File: src/pfm_defines.vh
// constants for the port 9 / CM / CT pin function multiplexer
// What this block does
// - pin 9.2: timer4 ch1 capture/out, serial a4 transmit
// - pin 9.3: timer4 ch0 capture/out, serial a4 receive
// - pin 9.4: timer3 ch1 capture/out, serial a5 transmit
// - pin 9.5: timer3 ch0 capture/out, serial a5 receive
// - pin 9.6: serial c0 transmit, timer2 ch1 capture/out
// - pin 9.7: shared b1/c0 input, timer2 ch0
// - pins 9.8/9.9: clocked serial b1 out/clock
// - pins 9.10-9.13: b3 in/out/clock, interrupt 4
// - pin 9.14: interrupt 5, timer5 ch1 capture/out
// - pin 9.15: interrupt 6, timer5 ch0 capture/out
// - port CM: wait, clock out, hold ack/request
// - port CT: write strobes, read, address strobe
// - alternate mode drive ignores latch and direction bits
// - alternate-mode bit picks port or peripheral
// - data read: latch or pin by direction
`ifndef PFM_DEFINES_VH
`define PFM_DEFINES_VH

// register byte offsets
`define PFM_P9_DATA 12'h000
`define PFM_P9_DIR 12'h004
`define PFM_P9_ALT 12'h008
`define PFM_P9_FSL 12'h00c
`define PFM_P9_FSH 12'h010
`define PFM_CM_DATA 12'h020
`define PFM_CM_DIR 12'h024
`define PFM_CM_ALT 12'h028
`define PFM_CT_DATA 12'h030
`define PFM_CT_DIR 12'h034
`define PFM_CT_ALT 12'h038

// reset values: latch low, all pins input, port mode, code 0
`define PFM_RST_LAT16 16'h0000
`define PFM_RST_DIR16 16'hffff
`define PFM_RST_ALT16 16'h0000
`define PFM_RST_FS16 16'h0000
`define PFM_RST_DIR8 8'hff
`define PFM_RST_LAT4 4'h0
`define PFM_RST_DIR4 4'hf
`define PFM_RST_ALT4 4'h0
`define PFM_RST_LAT8 8'h00
`define PFM_RST_ALT8 8'h00

// bits 8..13 have no high select bit
`define PFM_P9_FSH_MASK 16'hc0ff

// select codes {high, low}
`define PFM_SEL_LO 2'b01
`define PFM_SEL_HI 2'b10
`define PFM_SEL_BOTH 2'b11

// peripheral input bundle: width and idle levels
`define PFM_IN_W 20
`define PFM_IN_IDLE 20'h01f24

`endif

File: src/pfm_in_stage.v
// registered peripheral inputs with idle levels
`timescale 1ns/1ns
module pfm_in_stage #(
  parameter N = 20,
  parameter [N-1:0] IDLE = {N{1'b0}}
) (
  // clock and reset
  input wire clk_i,
  input wire rst_i,
  // routing
  input wire [N-1:0] sel_i,
  input wire [N-1:0] raw_i,
  // to peripherals
  output reg [N-1:0] q_o
);
  // an unrouted input rests at idle so no false edge reaches a unit
  always @(posedge clk_i)
  begin
    if (rst_i)
      q_o <= IDLE;
    else
      q_o <= (sel_i & raw_i) | (~sel_i & IDLE);
  end
endmodule

File: src/pfm_pin_mux.v
// top: apb registers and pin function routing for ports 9, CM, CT
//
// Design decisions made here: the APB interface to the registers and the address map.
`timescale 1ns/1ns
`include "pfm_defines.vh"
module pfm_pin_mux (
  // clock and reset
  input wire clk_i,
  input wire rst_i,
  // apb slave
  input wire psel_i,
  input wire penable_i,
  input wire pwrite_i,
  input wire [11:0] paddr_i,
  input wire [31:0] pwdata_i,
  output reg [31:0] prdata_o,
  output reg pready_o,
  output reg pslverr_o,
  // port 9 pads
  input wire [15:0] p9_pad_i,
  output wire [15:0] p9_pad_o,
  output wire [15:0] p9_pad_oe_o,
  // port CM pads
  input wire [3:0] cm_pad_i,
  output wire [3:0] cm_pad_o,
  output wire [3:0] cm_pad_oe_o,
  // port CT pads
  input wire [7:0] ct_pad_i,
  output wire [7:0] ct_pad_o,
  output wire [7:0] ct_pad_oe_o,
  // timer outputs from the timers
  input wire timer4_out_ch1_i,
  input wire timer4_out_ch0_i,
  input wire timer3_out_ch1_i,
  input wire timer3_out_ch0_i,
  input wire timer2_out_ch1_i,
  input wire timer2_out_ch0_i,
  input wire timer5_out_ch1_i,
  input wire timer5_out_ch0_i,
  // serial outputs from the serial units
  input wire serial_a4_transmit_i,
  input wire serial_a5_transmit_i,
  input wire serial_c0_transmit_i,
  input wire clocked_serial_b1_data_out_i,
  input wire clocked_serial_b1_clock_i,
  input wire clocked_serial_b1_clock_oe_i,
  input wire clocked_serial_b3_data_out_i,
  input wire clocked_serial_b3_clock_i,
  input wire clocked_serial_b3_clock_oe_i,
  // external bus outputs from the bus controller
  input wire clock_output_i,
  input wire bus_hold_acknowledge_i,
  input wire lower_byte_write_strobe_i,
  input wire upper_byte_write_strobe_i,
  input wire read_strobe_i,
  input wire address_strobe_i,
  // timer capture inputs to the timers
  output wire timer4_capture_in_ch1_o,
  output wire timer4_capture_in_ch0_o,
  output wire timer3_capture_in_ch1_o,
  output wire timer3_capture_in_ch0_o,
  output wire timer2_capture_in_ch1_o,
  output wire timer2_capture_in_ch0_o,
  output wire timer5_capture_in_ch1_o,
  output wire timer5_capture_in_ch0_o,
  // serial inputs to the serial units
  output wire serial_a4_receive_o,
  output wire serial_a5_receive_o,
  output wire serial_c0_receive_o,
  output wire clocked_serial_b1_data_in_o,
  output wire clocked_serial_b1_clock_o,
  output wire clocked_serial_b3_data_in_o,
  output wire clocked_serial_b3_clock_o,
  // interrupt and bus inputs
  output wire ext_interrupt_in4_o,
  output wire ext_interrupt_in5_o,
  output wire ext_interrupt_in6_o,
  output wire bus_wait_o,
  output wire bus_hold_request_o
);

  // per-pin mode, select and port registers
  reg [15:0] p9_lat_q;
  reg [15:0] p9_dir_q;
  reg [15:0] p9_alt_q;
  reg [15:0] p9_fsl_q;
  reg [15:0] p9_fsh_q;
  reg [3:0] cm_lat_q;
  reg [3:0] cm_dir_q;
  reg [3:0] cm_alt_q;
  reg [7:0] ct_lat_q;
  reg [7:0] ct_dir_q;
  reg [7:0] ct_alt_q;

  // apb answer path
  reg [31:0] rdata_d;
  reg hit_d;
  wire access_w;
  wire write_w;

  // routing
  wire [15:0] a_lo;
  wire [15:0] a_hi;
  wire [15:0] a_bb;
  reg [15:0] p9_ao_d;
  reg [15:0] p9_aoe_d;
  wire [3:0] cm_ao;
  wire [3:0] cm_aoe;
  wire [7:0] ct_ao;
  wire [7:0] ct_aoe;
  wire [`PFM_IN_W-1:0] in_sel;
  wire [`PFM_IN_W-1:0] in_raw;
  wire [`PFM_IN_W-1:0] in_q;

  // read-back
  wire [15:0] p9_rd;
  wire [3:0] cm_rd;
  wire [7:0] ct_rd;

  // per-pin active map for one {high, low} code
  function [15:0] sel_vec;
    input [15:0] alt;
    input [15:0] fsh;
    input [15:0] fsl;
    input [1:0] code;
    begin
      sel_vec = alt & (code[1] ? fsh : ~fsh) & (code[0] ? fsl : ~fsl);
    end
  endfunction

  // ---- apb slave: one wait state, answer registered ----
  assign access_w = psel_i & penable_i;
  assign write_w = access_w & pwrite_i & pready_o;

  always @*
  begin
    rdata_d = 32'h00000000;
    hit_d = 1'b1;
    case (paddr_i)
      `PFM_P9_DATA: rdata_d = {16'h0000, p9_rd};
      `PFM_P9_DIR: rdata_d = {16'h0000, p9_dir_q};
      `PFM_P9_ALT: rdata_d = {16'h0000, p9_alt_q};
      `PFM_P9_FSL: rdata_d = {16'h0000, p9_fsl_q};
      `PFM_P9_FSH: rdata_d = {16'h0000, p9_fsh_q};
      `PFM_CM_DATA: rdata_d = {28'h0000000, cm_rd};
      `PFM_CM_DIR: rdata_d = {28'h0000000, cm_dir_q};
      `PFM_CM_ALT: rdata_d = {28'h0000000, cm_alt_q};
      `PFM_CT_DATA: rdata_d = {24'h000000, ct_rd};
      `PFM_CT_DIR: rdata_d = {24'h000000, ct_dir_q};
      `PFM_CT_ALT: rdata_d = {24'h000000, ct_alt_q};
      default: hit_d = 1'b0;
    endcase
  end

  // pready rises in the second access cycle, then drops for one cycle
  always @(posedge clk_i)
  begin
    if (rst_i)
    begin
      pready_o <= 1'b0;
      pslverr_o <= 1'b0;
      prdata_o <= 32'h00000000;
    end
    else
    begin
      pready_o <= access_w & ~pready_o;
      if (access_w && !pready_o)
      begin
        pslverr_o <= ~hit_d;
        prdata_o <= pwrite_i ? 32'h00000000 : rdata_d;
      end
      else
      begin
        pslverr_o <= 1'b0;
        prdata_o <= 32'h00000000;
      end
    end
  end

  // register writes land on the completing edge only
  always @(posedge clk_i)
  begin
    if (rst_i)
    begin
      p9_lat_q <= `PFM_RST_LAT16;
      p9_dir_q <= `PFM_RST_DIR16;
      p9_alt_q <= `PFM_RST_ALT16;
      p9_fsl_q <= `PFM_RST_FS16;
      p9_fsh_q <= `PFM_RST_FS16;
      cm_lat_q <= `PFM_RST_LAT4;
      cm_dir_q <= `PFM_RST_DIR4;
      cm_alt_q <= `PFM_RST_ALT4;
      ct_lat_q <= `PFM_RST_LAT8;
      ct_dir_q <= `PFM_RST_DIR8;
      ct_alt_q <= `PFM_RST_ALT8;
    end
    else if (write_w)
    begin
      case (paddr_i)
        `PFM_P9_DATA: p9_lat_q <= pwdata_i[15:0];
        `PFM_P9_DIR: p9_dir_q <= pwdata_i[15:0];
        `PFM_P9_ALT: p9_alt_q <= pwdata_i[15:0];
        `PFM_P9_FSL: p9_fsl_q <= pwdata_i[15:0];
        // bits without a high select stay zero so low alone decodes
        `PFM_P9_FSH: p9_fsh_q <= pwdata_i[15:0] & `PFM_P9_FSH_MASK;
        `PFM_CM_DATA: cm_lat_q <= pwdata_i[3:0];
        `PFM_CM_DIR: cm_dir_q <= pwdata_i[3:0];
        `PFM_CM_ALT: cm_alt_q <= pwdata_i[3:0];
        `PFM_CT_DATA: ct_lat_q <= pwdata_i[7:0];
        `PFM_CT_DIR: ct_dir_q <= pwdata_i[7:0];
        `PFM_CT_ALT: ct_alt_q <= pwdata_i[7:0];
        default: ;
      endcase
    end
  end

  // ---- function selection ----
  assign a_lo = sel_vec(p9_alt_q, p9_fsh_q, p9_fsl_q, `PFM_SEL_LO);
  assign a_hi = sel_vec(p9_alt_q, p9_fsh_q, p9_fsl_q, `PFM_SEL_HI);
  assign a_bb = sel_vec(p9_alt_q, p9_fsh_q, p9_fsl_q, `PFM_SEL_BOTH);

  // code 00 and pins 9.0/9.1 fall through to no drive
  always @*
  begin
    p9_ao_d = 16'h0000;
    p9_aoe_d = 16'h0000;
    // pin 2
    p9_ao_d[2] = (a_hi[2] & timer4_out_ch1_i)
      | (a_bb[2] & serial_a4_transmit_i);
    p9_aoe_d[2] = a_hi[2] | a_bb[2];
    // pin 3
    p9_ao_d[3] = a_hi[3] & timer4_out_ch0_i;
    p9_aoe_d[3] = a_hi[3];
    // pin 4
    p9_ao_d[4] = (a_hi[4] & timer3_out_ch1_i)
      | (a_bb[4] & serial_a5_transmit_i);
    p9_aoe_d[4] = a_hi[4] | a_bb[4];
    // pin 5
    p9_ao_d[5] = a_hi[5] & timer3_out_ch0_i;
    p9_aoe_d[5] = a_hi[5];
    // pin 6: transmit drives out despite the odd printed direction
    p9_ao_d[6] = (a_lo[6] & serial_c0_transmit_i)
      | (a_bb[6] & timer2_out_ch1_i);
    p9_aoe_d[6] = a_lo[6] | a_bb[6];
    // pin 7
    p9_ao_d[7] = a_bb[7] & timer2_out_ch0_i;
    p9_aoe_d[7] = a_bb[7];
    // pins 8, 9
    p9_ao_d[8] = a_lo[8] & clocked_serial_b1_data_out_i;
    p9_aoe_d[8] = a_lo[8];
    p9_ao_d[9] = a_lo[9] & clocked_serial_b1_clock_i;
    p9_aoe_d[9] = a_lo[9] & clocked_serial_b1_clock_oe_i;
    // pins 11, 12; 10 and 13 are inputs only
    p9_ao_d[11] = a_lo[11] & clocked_serial_b3_data_out_i;
    p9_aoe_d[11] = a_lo[11];
    p9_ao_d[12] = a_lo[12] & clocked_serial_b3_clock_i;
    p9_aoe_d[12] = a_lo[12] & clocked_serial_b3_clock_oe_i;
    // pins 14, 15
    p9_ao_d[14] = a_bb[14] & timer5_out_ch1_i;
    p9_aoe_d[14] = a_bb[14];
    p9_ao_d[15] = a_bb[15] & timer5_out_ch0_i;
    p9_aoe_d[15] = a_bb[15];
  end

  // CM: 0 wait in, 1 clock out, 2 hold ack out, 3 hold request in
  assign cm_ao = {1'b0, bus_hold_acknowledge_i, clock_output_i, 1'b0};
  assign cm_aoe = 4'h6;

  // CT: 0/1 write strobes, 4 read, 6 address strobe; rest no function
  assign ct_ao = {1'b0, address_strobe_i, 1'b0, read_strobe_i, 2'b00,
    upper_byte_write_strobe_i, lower_byte_write_strobe_i};
  assign ct_aoe = 8'h53;

  // both shared receivers see pin 9.7; software keeps one stopped
  assign in_sel = {cm_alt_q[3], cm_alt_q[0], a_hi[15], a_hi[14],
    a_lo[15], a_lo[14], a_lo[13], a_lo[12], a_lo[10], a_lo[9],
    a_lo[7], a_lo[7], a_hi[7], a_hi[6], a_bb[5], a_lo[5], a_lo[4],
    a_bb[3], a_lo[3], a_lo[2]};
  assign in_raw = {cm_pad_i[3], cm_pad_i[0], p9_pad_i[15], p9_pad_i[14],
    p9_pad_i[15], p9_pad_i[14], p9_pad_i[13], p9_pad_i[12],
    p9_pad_i[10], p9_pad_i[9], p9_pad_i[7], p9_pad_i[7], p9_pad_i[7],
    p9_pad_i[6], p9_pad_i[5], p9_pad_i[5], p9_pad_i[4], p9_pad_i[3],
    p9_pad_i[3], p9_pad_i[2]};

  pfm_in_stage #(
    .N(`PFM_IN_W),
    .IDLE(`PFM_IN_IDLE)
  ) u_in (
    .clk_i(clk_i),
    .rst_i(rst_i),
    .sel_i(in_sel),
    .raw_i(in_raw),
    .q_o(in_q)
  );

  assign timer4_capture_in_ch1_o = in_q[0];
  assign timer4_capture_in_ch0_o = in_q[1];
  assign serial_a4_receive_o = in_q[2];
  assign timer3_capture_in_ch1_o = in_q[3];
  assign timer3_capture_in_ch0_o = in_q[4];
  assign serial_a5_receive_o = in_q[5];
  assign timer2_capture_in_ch1_o = in_q[6];
  assign timer2_capture_in_ch0_o = in_q[7];
  assign clocked_serial_b1_data_in_o = in_q[8];
  assign serial_c0_receive_o = in_q[9];
  assign clocked_serial_b1_clock_o = in_q[10];
  assign clocked_serial_b3_data_in_o = in_q[11];
  assign clocked_serial_b3_clock_o = in_q[12];
  assign ext_interrupt_in4_o = in_q[13];
  assign ext_interrupt_in5_o = in_q[14];
  assign ext_interrupt_in6_o = in_q[15];
  assign timer5_capture_in_ch1_o = in_q[16];
  assign timer5_capture_in_ch0_o = in_q[17];
  assign bus_wait_o = in_q[18];
  assign bus_hold_request_o = in_q[19];

  // ---- pad drivers ----
  pfm_port_cell #(
    .W(16)
  ) u_p9 (
    .clk_i(clk_i),
    .rst_i(rst_i),
    .lat_i(p9_lat_q),
    .dir_i(p9_dir_q),
    .alt_i(p9_alt_q),
    .alt_out_i(p9_ao_d),
    .alt_oe_i(p9_aoe_d),
    .pad_i(p9_pad_i),
    .pad_o(p9_pad_o),
    .pad_oe_o(p9_pad_oe_o),
    .rd_o(p9_rd)
  );

  pfm_port_cell #(
    .W(4)
  ) u_cm (
    .clk_i(clk_i),
    .rst_i(rst_i),
    .lat_i(cm_lat_q),
    .dir_i(cm_dir_q),
    .alt_i(cm_alt_q),
    .alt_out_i(cm_ao),
    .alt_oe_i(cm_aoe),
    .pad_i(cm_pad_i),
    .pad_o(cm_pad_o),
    .pad_oe_o(cm_pad_oe_o),
    .rd_o(cm_rd)
  );

  pfm_port_cell #(
    .W(8)
  ) u_ct (
    .clk_i(clk_i),
    .rst_i(rst_i),
    .lat_i(ct_lat_q),
    .dir_i(ct_dir_q),
    .alt_i(ct_alt_q),
    .alt_out_i(ct_ao),
    .alt_oe_i(ct_aoe),
    .pad_i(ct_pad_i),
    .pad_o(ct_pad_o),
    .pad_oe_o(ct_pad_oe_o),
    .rd_o(ct_rd)
  );
endmodule

File: src/pfm_port_cell.v
// per-port pad driver and data read-back
`timescale 1ns/1ns
module pfm_port_cell #(
  parameter W = 16
) (
  // clock and reset
  input wire clk_i,
  input wire rst_i,
  // port control
  input wire [W-1:0] lat_i,
  input wire [W-1:0] dir_i,
  input wire [W-1:0] alt_i,
  // peripheral drive
  input wire [W-1:0] alt_out_i,
  input wire [W-1:0] alt_oe_i,
  // pad
  input wire [W-1:0] pad_i,
  output reg [W-1:0] pad_o,
  output reg [W-1:0] pad_oe_o,
  // read-back
  output wire [W-1:0] rd_o
);
  // direction bit 1 means input, so port mode drives when it is 0
  always @(posedge clk_i)
  begin
    if (rst_i)
    begin
      pad_o <= {W{1'b0}};
      pad_oe_o <= {W{1'b0}};
    end
    else
    begin
      pad_o <= (alt_i & alt_out_i) | (~alt_i & lat_i);
      pad_oe_o <= (alt_i & alt_oe_i) | (~alt_i & ~dir_i);
    end
  end

  // same in both modes
  assign rd_o = (dir_i & pad_i) | (~dir_i & lat_i);
endmodule

File: config.mk
export PLATFORM = sky130hd
export DESIGN_NAME = pfm_pin_mux
export DESIGN_NICKNAME = d
export VERILOG_FILES = /design/src/pfm_in_stage.v /design/src/pfm_pin_mux.v /design/src/pfm_port_cell.v
export VERILOG_INCLUDE_DIRS = /design/src
export SDC_FILE = /design/constraint.sdc
export NUM_CORES = 1
export LEC_CHECK = 0
export BUFFER_PORTS_ARGS = -buffer_cell sky130_fd_sc_hd__buf_2
export CAP_MARGIN = 30
export CORE_MARGIN = 1.5
export CORE_UTILIZATION = 25
export CTS_BUF_LIST = sky130_fd_sc_hd__clkbuf_2 sky130_fd_sc_hd__clkbuf_4 sky130_fd_sc_hd__clkbuf_8
export CTS_CLUSTER_DIAMETER = 150
export DETAILED_ROUTE_END_ITERATION = 16
export PLACE_DENSITY_LB_ADDON = 0.08
export SLEW_MARGIN = 25
export SYNTH_ARGS = -nofsm -noshare
export SYNTH_HDL_FRONTEND = slang
export SYNTH_SLANG_ARGS = --single-unit
File: constraint.sdc
create_clock -name clk_i -period 2.4 [get_ports clk_i]
set_input_delay 0.12 -clock clk_i [delete_from_list [all_inputs] [get_ports clk_i]]
set_output_delay 0.12 -clock clk_i [all_outputs]
set_load 0.1 [all_outputs]
# ---- After elaboration in Yosys (flattened, before gate mapping)
# Cells that the tools add are included.
dict set report word_totals {
  reg_bits 220
  in_bits 100
  output_inout_bits 110
  word_cells 121
}
dict set report classes {
  reduce_logical 17
  mux 2
  eq_ne 10
  bitwise_logic 71
}
# op n
set ops {}
lappend ops {{bitwise AND 16 bit} 11}
lappend ops {{case mux 16 bit (11 select lines)} 1}
lappend ops {{equality test 12 x 6 -> 1 bit, second input constant} 6}
lappend ops {{inverter 16 bit} 4}
lappend ops {{bitwise OR 16 bit} 3}
lappend ops {{bitwise AND 8 bit} 4}
lappend ops {{equality test 12 x 4 -> 1 bit, second input constant} 2}
lappend ops {{AND reduction 2 bit} 11}
lappend ops {{bitwise AND 1 bit} 21}
lappend ops {{bitwise AND 20 bit} 1}
lappend ops {{bitwise OR 20 x 13 -> 20 bit} 1}
lappend ops {{bitwise AND 4 bit} 4}
lappend ops {{inverter 8 bit} 2}
lappend ops {{bitwise OR 8 bit} 2}
lappend ops {{inverter 13 bit} 1}
lappend ops {{equality test 12 x 3 -> 1 bit, second input constant} 1}
lappend ops {{equality test 12 x 5 -> 1 bit, second input constant} 1}
lappend ops {{zero test 12 bit} 1}
lappend ops {{OR reduction 11 bit} 1}
lappend ops {{bitwise AND 8 x 7 -> 8 bit} 1}
lappend ops {{inverter 4 bit} 2}
lappend ops {{bitwise OR 4 bit} 2}
lappend ops {{bitwise OR 7 x 8 -> 8 bit} 1}
lappend ops {{bitwise OR 1 bit} 6}
lappend ops {{8 further kinds} 10}

# ---- Longest topological paths before layout
dict set report logic_depth {
  ltp_word 7
  depth_mapped 8
  depth_no_buf 5
}

# ---- By module
# Synthesis repeated with hierarchy kept, for this count alone.
dict set report unflattened {
  hier_cells 953
  hier_area_um2 8884.8
}
# module instances seq_area_each_um2 area_each_um2 cells_each
set by_module_without_submodules {}
lappend by_module_without_submodules {pfm_pin_mux 1 2562.5 5993.2 681}
lappend by_module_without_submodules {{pfm_port_cell at u_p9} 1 640.6 1300.0 131}
lappend by_module_without_submodules {{pfm_port_cell at u_ct} 1 320.3 666.9 66}
lappend by_module_without_submodules {pfm_in_stage 1 400.4 595.6 42}
lappend by_module_without_submodules {{pfm_port_cell at u_cm} 1 160.2 329.1 33}

# ---- Least setup slack after synthesis
# Ideal clock, no wire load.
dict set report synth_path {
  path_type {reg2reg}
  from {reg pready_o}
  to {reg p9_lat_q[10]}
  path_stages_with_launch 7
  period_less_slack_ps 2628
  arrival_time_ps 2495
  required_time_ps 2268
  n_path_buf 2
  slack_ps -228
  setup_ps 132
  path_cell_list {dfxtp_1 nand4_1 or4_1 clkbuf_1 clkbuf_1 nand2_1 a21oi_1}
}
dict set report synth_via {
  elab_chain_len 2
}
# element line
set synth_lines {}
lappend synth_lines {{start, declared} pfm_pin_mux.v:17} ;# output reg pready_o,
lappend synth_lines {{start signal, assigned} pfm_pin_mux.v:166} ;# pready_o <= access_w & ~pready_o;
lappend synth_lines {{bitwise AND 1 bit} pfm_pin_mux.v:133} ;# assign write_w = access_w & pwrite_i & pready_o;
lappend synth_lines {{AND reduction 2 bit (no source line)} n/a}
lappend synth_lines {{end signal, assigned} pfm_pin_mux.v:185} ;# p9_lat_q <= `PFM_RST_LAT16;
lappend synth_lines {{end signal, assigned} pfm_pin_mux.v:200} ;# `PFM_P9_DATA: p9_lat_q <= pwdata_i[15:0];
lappend synth_lines {{end, declared} pfm_pin_mux.v:83} ;# reg [15:0] p9_lat_q;
# No other way between the ends.
# A chain may end at the register's enable or synchronous reset.

# ---- Final worst setup path
dict set report layout_path {
  from {reg p9_alt_q[3]}
  to {reg u_in.q_o[2]}
}
dict set report layout_via {
  elab_chain_len 4
  word_cells_on_any_way 5
  cone_classes {bitwise: 5}
}
# element line
set layout_lines {}
lappend layout_lines {{start, declared} pfm_pin_mux.v:85} ;# reg [15:0] p9_alt_q;
lappend layout_lines {{start signal, assigned} pfm_pin_mux.v:187} ;# p9_alt_q <= `PFM_RST_ALT16;
lappend layout_lines {{start signal, assigned} pfm_pin_mux.v:202} ;# `PFM_P9_ALT: p9_alt_q <= pwdata_i[15:0];
lappend layout_lines {{bitwise AND 16 bit (*) (2 in series)} pfm_pin_mux.v:127} ;# sel_vec = alt & (code[1] ? fsh : ~fsh) & (code[0] ? fsl : ~fsl);
lappend layout_lines {{bitwise AND 20 bit or inverter 13 bit (tied branches)} pfm_in_stage.v:22} ;# q_o <= (sel_i & raw_i) | (~sel_i & IDLE);
lappend layout_lines {{bitwise OR 20 x 13 -> 20 bit (*)} pfm_in_stage.v:22}
lappend layout_lines {{end signal, assigned} pfm_in_stage.v:22}
lappend layout_lines {{end, declared} pfm_in_stage.v:14} ;# output reg [N-1:0] q_o
# Every way passes the cells marked *; elsewhere a longest branch is shown, timed or not.

==> results.md <==
- Vias in the first global route: 7,173
- Multi-input gate area: approximately 3900 um2
- Prevailing post-synth register cell: dfxtp_1
- Commonest non-fill, non-tap cell in the layout: dfxtp_1
- Post-CTS Setup Inserts: 0
- Sequential power share: 0.458
- Root Buffer Master: clkbuf_8
- Largest stage delay, worst path: between 0.6 and 0.7 ns
- Wire per inst: 18.2 um
- Largest net degree at the start of global routing: just under 70
- Setup CP Type: flop to flop
- Die Width: 185 um
- Hold slack: around 0.044 ns
- Total negative slack: 0 ns
- DRC violations left: 0
- RSZ-0062 raised after global routing: false
- Yosys cell types: between 50 and 60
- Fraction of layout instances using a drive strength above 1: 0.263
- Final Hold Vio Count: 0
- Storage cell area: 4070 um2
- Max_cap viols: 0
- Die footprint: between 30,000 and 40,000 um2
- Yosys warning total: 0
- Internal power: ~5.5 mW
- Setup crit end kind: flop
- Initial antenna violation count: 0
- Clock group share of total power: 0.472
- Ys async rst share: 0
- Clk buf depth: 3
- DRT Pass-1 Iters: 5
- P_leak: around 4.4 nW
- Max-slew violations: 0
- Worst Path Buf+Inv: 1
- DRT antenna net count: 0
- DRT iter0 DRCs: between 300 and 400
- Dpl hpwl: around 20 mm
- Measured slew at the worst slew-check pin: about 0.75 ns
- DR vias/cell: 4.63
- Filler instances: around 3,400
- Net Sw Power: roughly 1.8 mW
- Routability cong.: roughly 0.79
- Tot Pwr: around 7.4 mW
- Status: finished, final reports clean
- Port Buf Inserts: 177
- Seq/Total Area, Yosys: 0.489
- CP arrival: 2.25 ns
- WP data required: approximately 2.8 ns
- Slowest CP cell: or4b_2
- Relative slew slack: 0.493
- Post-CTS Resized: 0
- Initial Utilization: 0.255
- Yosys reg bits: roughly 200
- I/O Pins: 210
- Final #Nets: roughly 1,200
- Post-Syn Instances: ~910
- First-pass GRT wire length: about 44 mm
- Setup Skew: between 0.015 and 0.02 ns
- Crit Path Max Fanout: 7
- CTS tree: built
- Commonest non-fill, non-tap cells in the layout: dfxtp_1, buf_2, nand2_1
- Total track usage: 0.170
- Cell Chain, Critical Path: nand2_1 -> or4b_2 -> dlygate4sd3_1
- Post-Route WL: slightly below 30 mm
- Die Y: roughly 190 um
- Worst vdd ir: 0.295 mV
- CTS sink count: slightly above 200
- Area Growth Syn to Fin: 32.6%
- Skew-Pair Late Insertion Delay: between 0.5 and 0.6 ns
- Register-to-register setup slack: 0.56 ns
- Mapped Area: 8310 um2
- Gr ovfl total: 0
- Core Rows: 66
- Clock transition at path regs: 0.05 ns
- Avg Cell Area, Syn: about 9.2 um2
- Crit path max-delay family: simple AND/OR/NAND/NOR gates
- Endpoints failing setup: 0
- Crit path launch type: flop
- Fmax: about 540 MHz
- Pwr/cell area: 669 nW/um2
- Vias: roughly 7,500
- Core Region: between 30,000 and 40,000 um2
- Combinational Power Share: 0.070
- Post-synth EDFFs: 0
- Net Sw Frac: 0.249
- Hold WC Path Type: primary input to flop
- Crit path time final: between 1.5 and 2 ns
- Cts bufs inserted: 38
- Tcrit/Tclk final: 0.768
- Antenna cells: 0
- H-tree levels: 2
layout make-up:
class                      instances  share of cell area
clock buffer                      62              0.0695
clock inverter                     3             0.00136
inverter                          18             0.00613
multi-input combinational        623               0.351
sequential                       203               0.369
tap                              442              0.0502
timing repair buffer             264               0.152
cells in the mapped netlist, drive strengths merged (2+ instances only):
master,instances,share of area
dfxtp,203,0.49
nand3,37,0.022
o21ai,23,0.014
inv,18,0.0081
nand2,102,0.046
a21oi,80,0.048
clkbuf,46,0.021
nor2b,34,0.026
o311a,6,0.0072
buf,32,0.026
o32ai,2,0.0021
nand3b,3,0.0027
a2111oi,6,0.011
a221oi,2,0.0021
mux2,4,0.0054
or4b,2,0.0024
or3b,4,0.0042
a31oi,10,0.0075
o22ai,5,0.0038
and3,2,0.0015
a211o,28,0.030
or4,4,0.0041
a22oi,9,0.0081
nor4,5,0.0060
nor3b,14,0.013
mux2i,71,0.086
and4b,2,0.0024
and2,2,0.0015
nor4b,5,0.0071
o311ai,4,0.0042
nand2b,12,0.0090
nand4,6,0.0045
or3,2,0.0015
nor2,83,0.038
a211oi,2,0.0018
nand4b,4,0.0042
nor3,20,0.017
or2,2,0.0015
power by group through the flow:
stage | Combinational, mW | Clock [mW] | Sequential, mW
2_1_floorplan | 0.282 | 0 | 3.46
3_3_place_gp | 0.456 | 0 | 3.45
3_5_place_dp | 0.454 | 0 | 3.45
4_1_cts | 0.517 | 3.60 | 3.37
5_1_grt | 0.547 | 3.76 | 3.37
6_report | 0.513 | 3.48 | 3.37
cells by family after synthesis:
family / after synthesis / share of synthesized area
flops: 203 / 0.489
simple gates: 348 / 0.217
mux: 75 / 0.0910
buf+inv: 96 / 0.0545
other cells: 1 / 0.000451
compound gates: 184 / 0.148
per-layer routing:
metal,vias up,track usage,wire length (um)
met5,-,0,0
met4,0,0.0524,730
met3,50,0.0269,1360
met2,212,0.266,13000
met1,3573,0.238,14400
li1,3644,-,-
flip-flops by register name, indices dropped and copies added, names as in the netlist:
register,count
cm_alt_q,4
cm_dir_q,4
cm_lat_q,4
ct_alt_q,8
ct_dir_q,8
ct_lat_q,8
p9_alt_q,16
p9_dir_q,16
p9_fsh_q,10
p9_fsl_q,16
p9_lat_q,16
prdata_o,16
pready_o,1
pslverr_o,1
u_cm.pad_o,4
u_cm.pad_oe_o,4
u_ct.pad_o,8
u_ct.pad_oe_o,8
u_in.q_o,19
u_p9.pad_o,16
u_p9.pad_oe_o,16
worst paths after layout:
path / endpoint / depth (start not counted) / start
worst max-delay path: u_in.q_o[2] / 3 / p9_alt_q[3]
worst min-delay path: p9_lat_q[1] / 3 / pwdata_i[1]
worst max register to register: u_in.q_o[2] / 3 / p9_alt_q[3]
worst min register to register: u_in.q_o[11] / 1 / p9_fsl_q[10]
metrics by stage:
stage                     cell area, um2  instances  worst slack [ns]   util
after floorplan                     8360        922             0.175      -
after detailed placement            9730       1500             0.263  0.298
after global routing               11000       1615             0.467  0.338
after global placement              9730       1500             0.294  0.298
final                              11000       1615             0.557  0.338
after CTS                          11000       1615             0.558  0.338
worst register-to-register path, stage by stage (launching register included):
cell and delay, ns:
dfxtp_1 0.44, nand2_1 0.10, or4b_2 0.61, dlygate4sd3_1 0.57
repair_timing:
action / CTS / global route
hold buffers: 50 / 0
hold endpoints to repair: 105 / 0
endpoints found under the setup margin: 0 / 0
No activity file was read; power rests on OpenSTA's default activity.
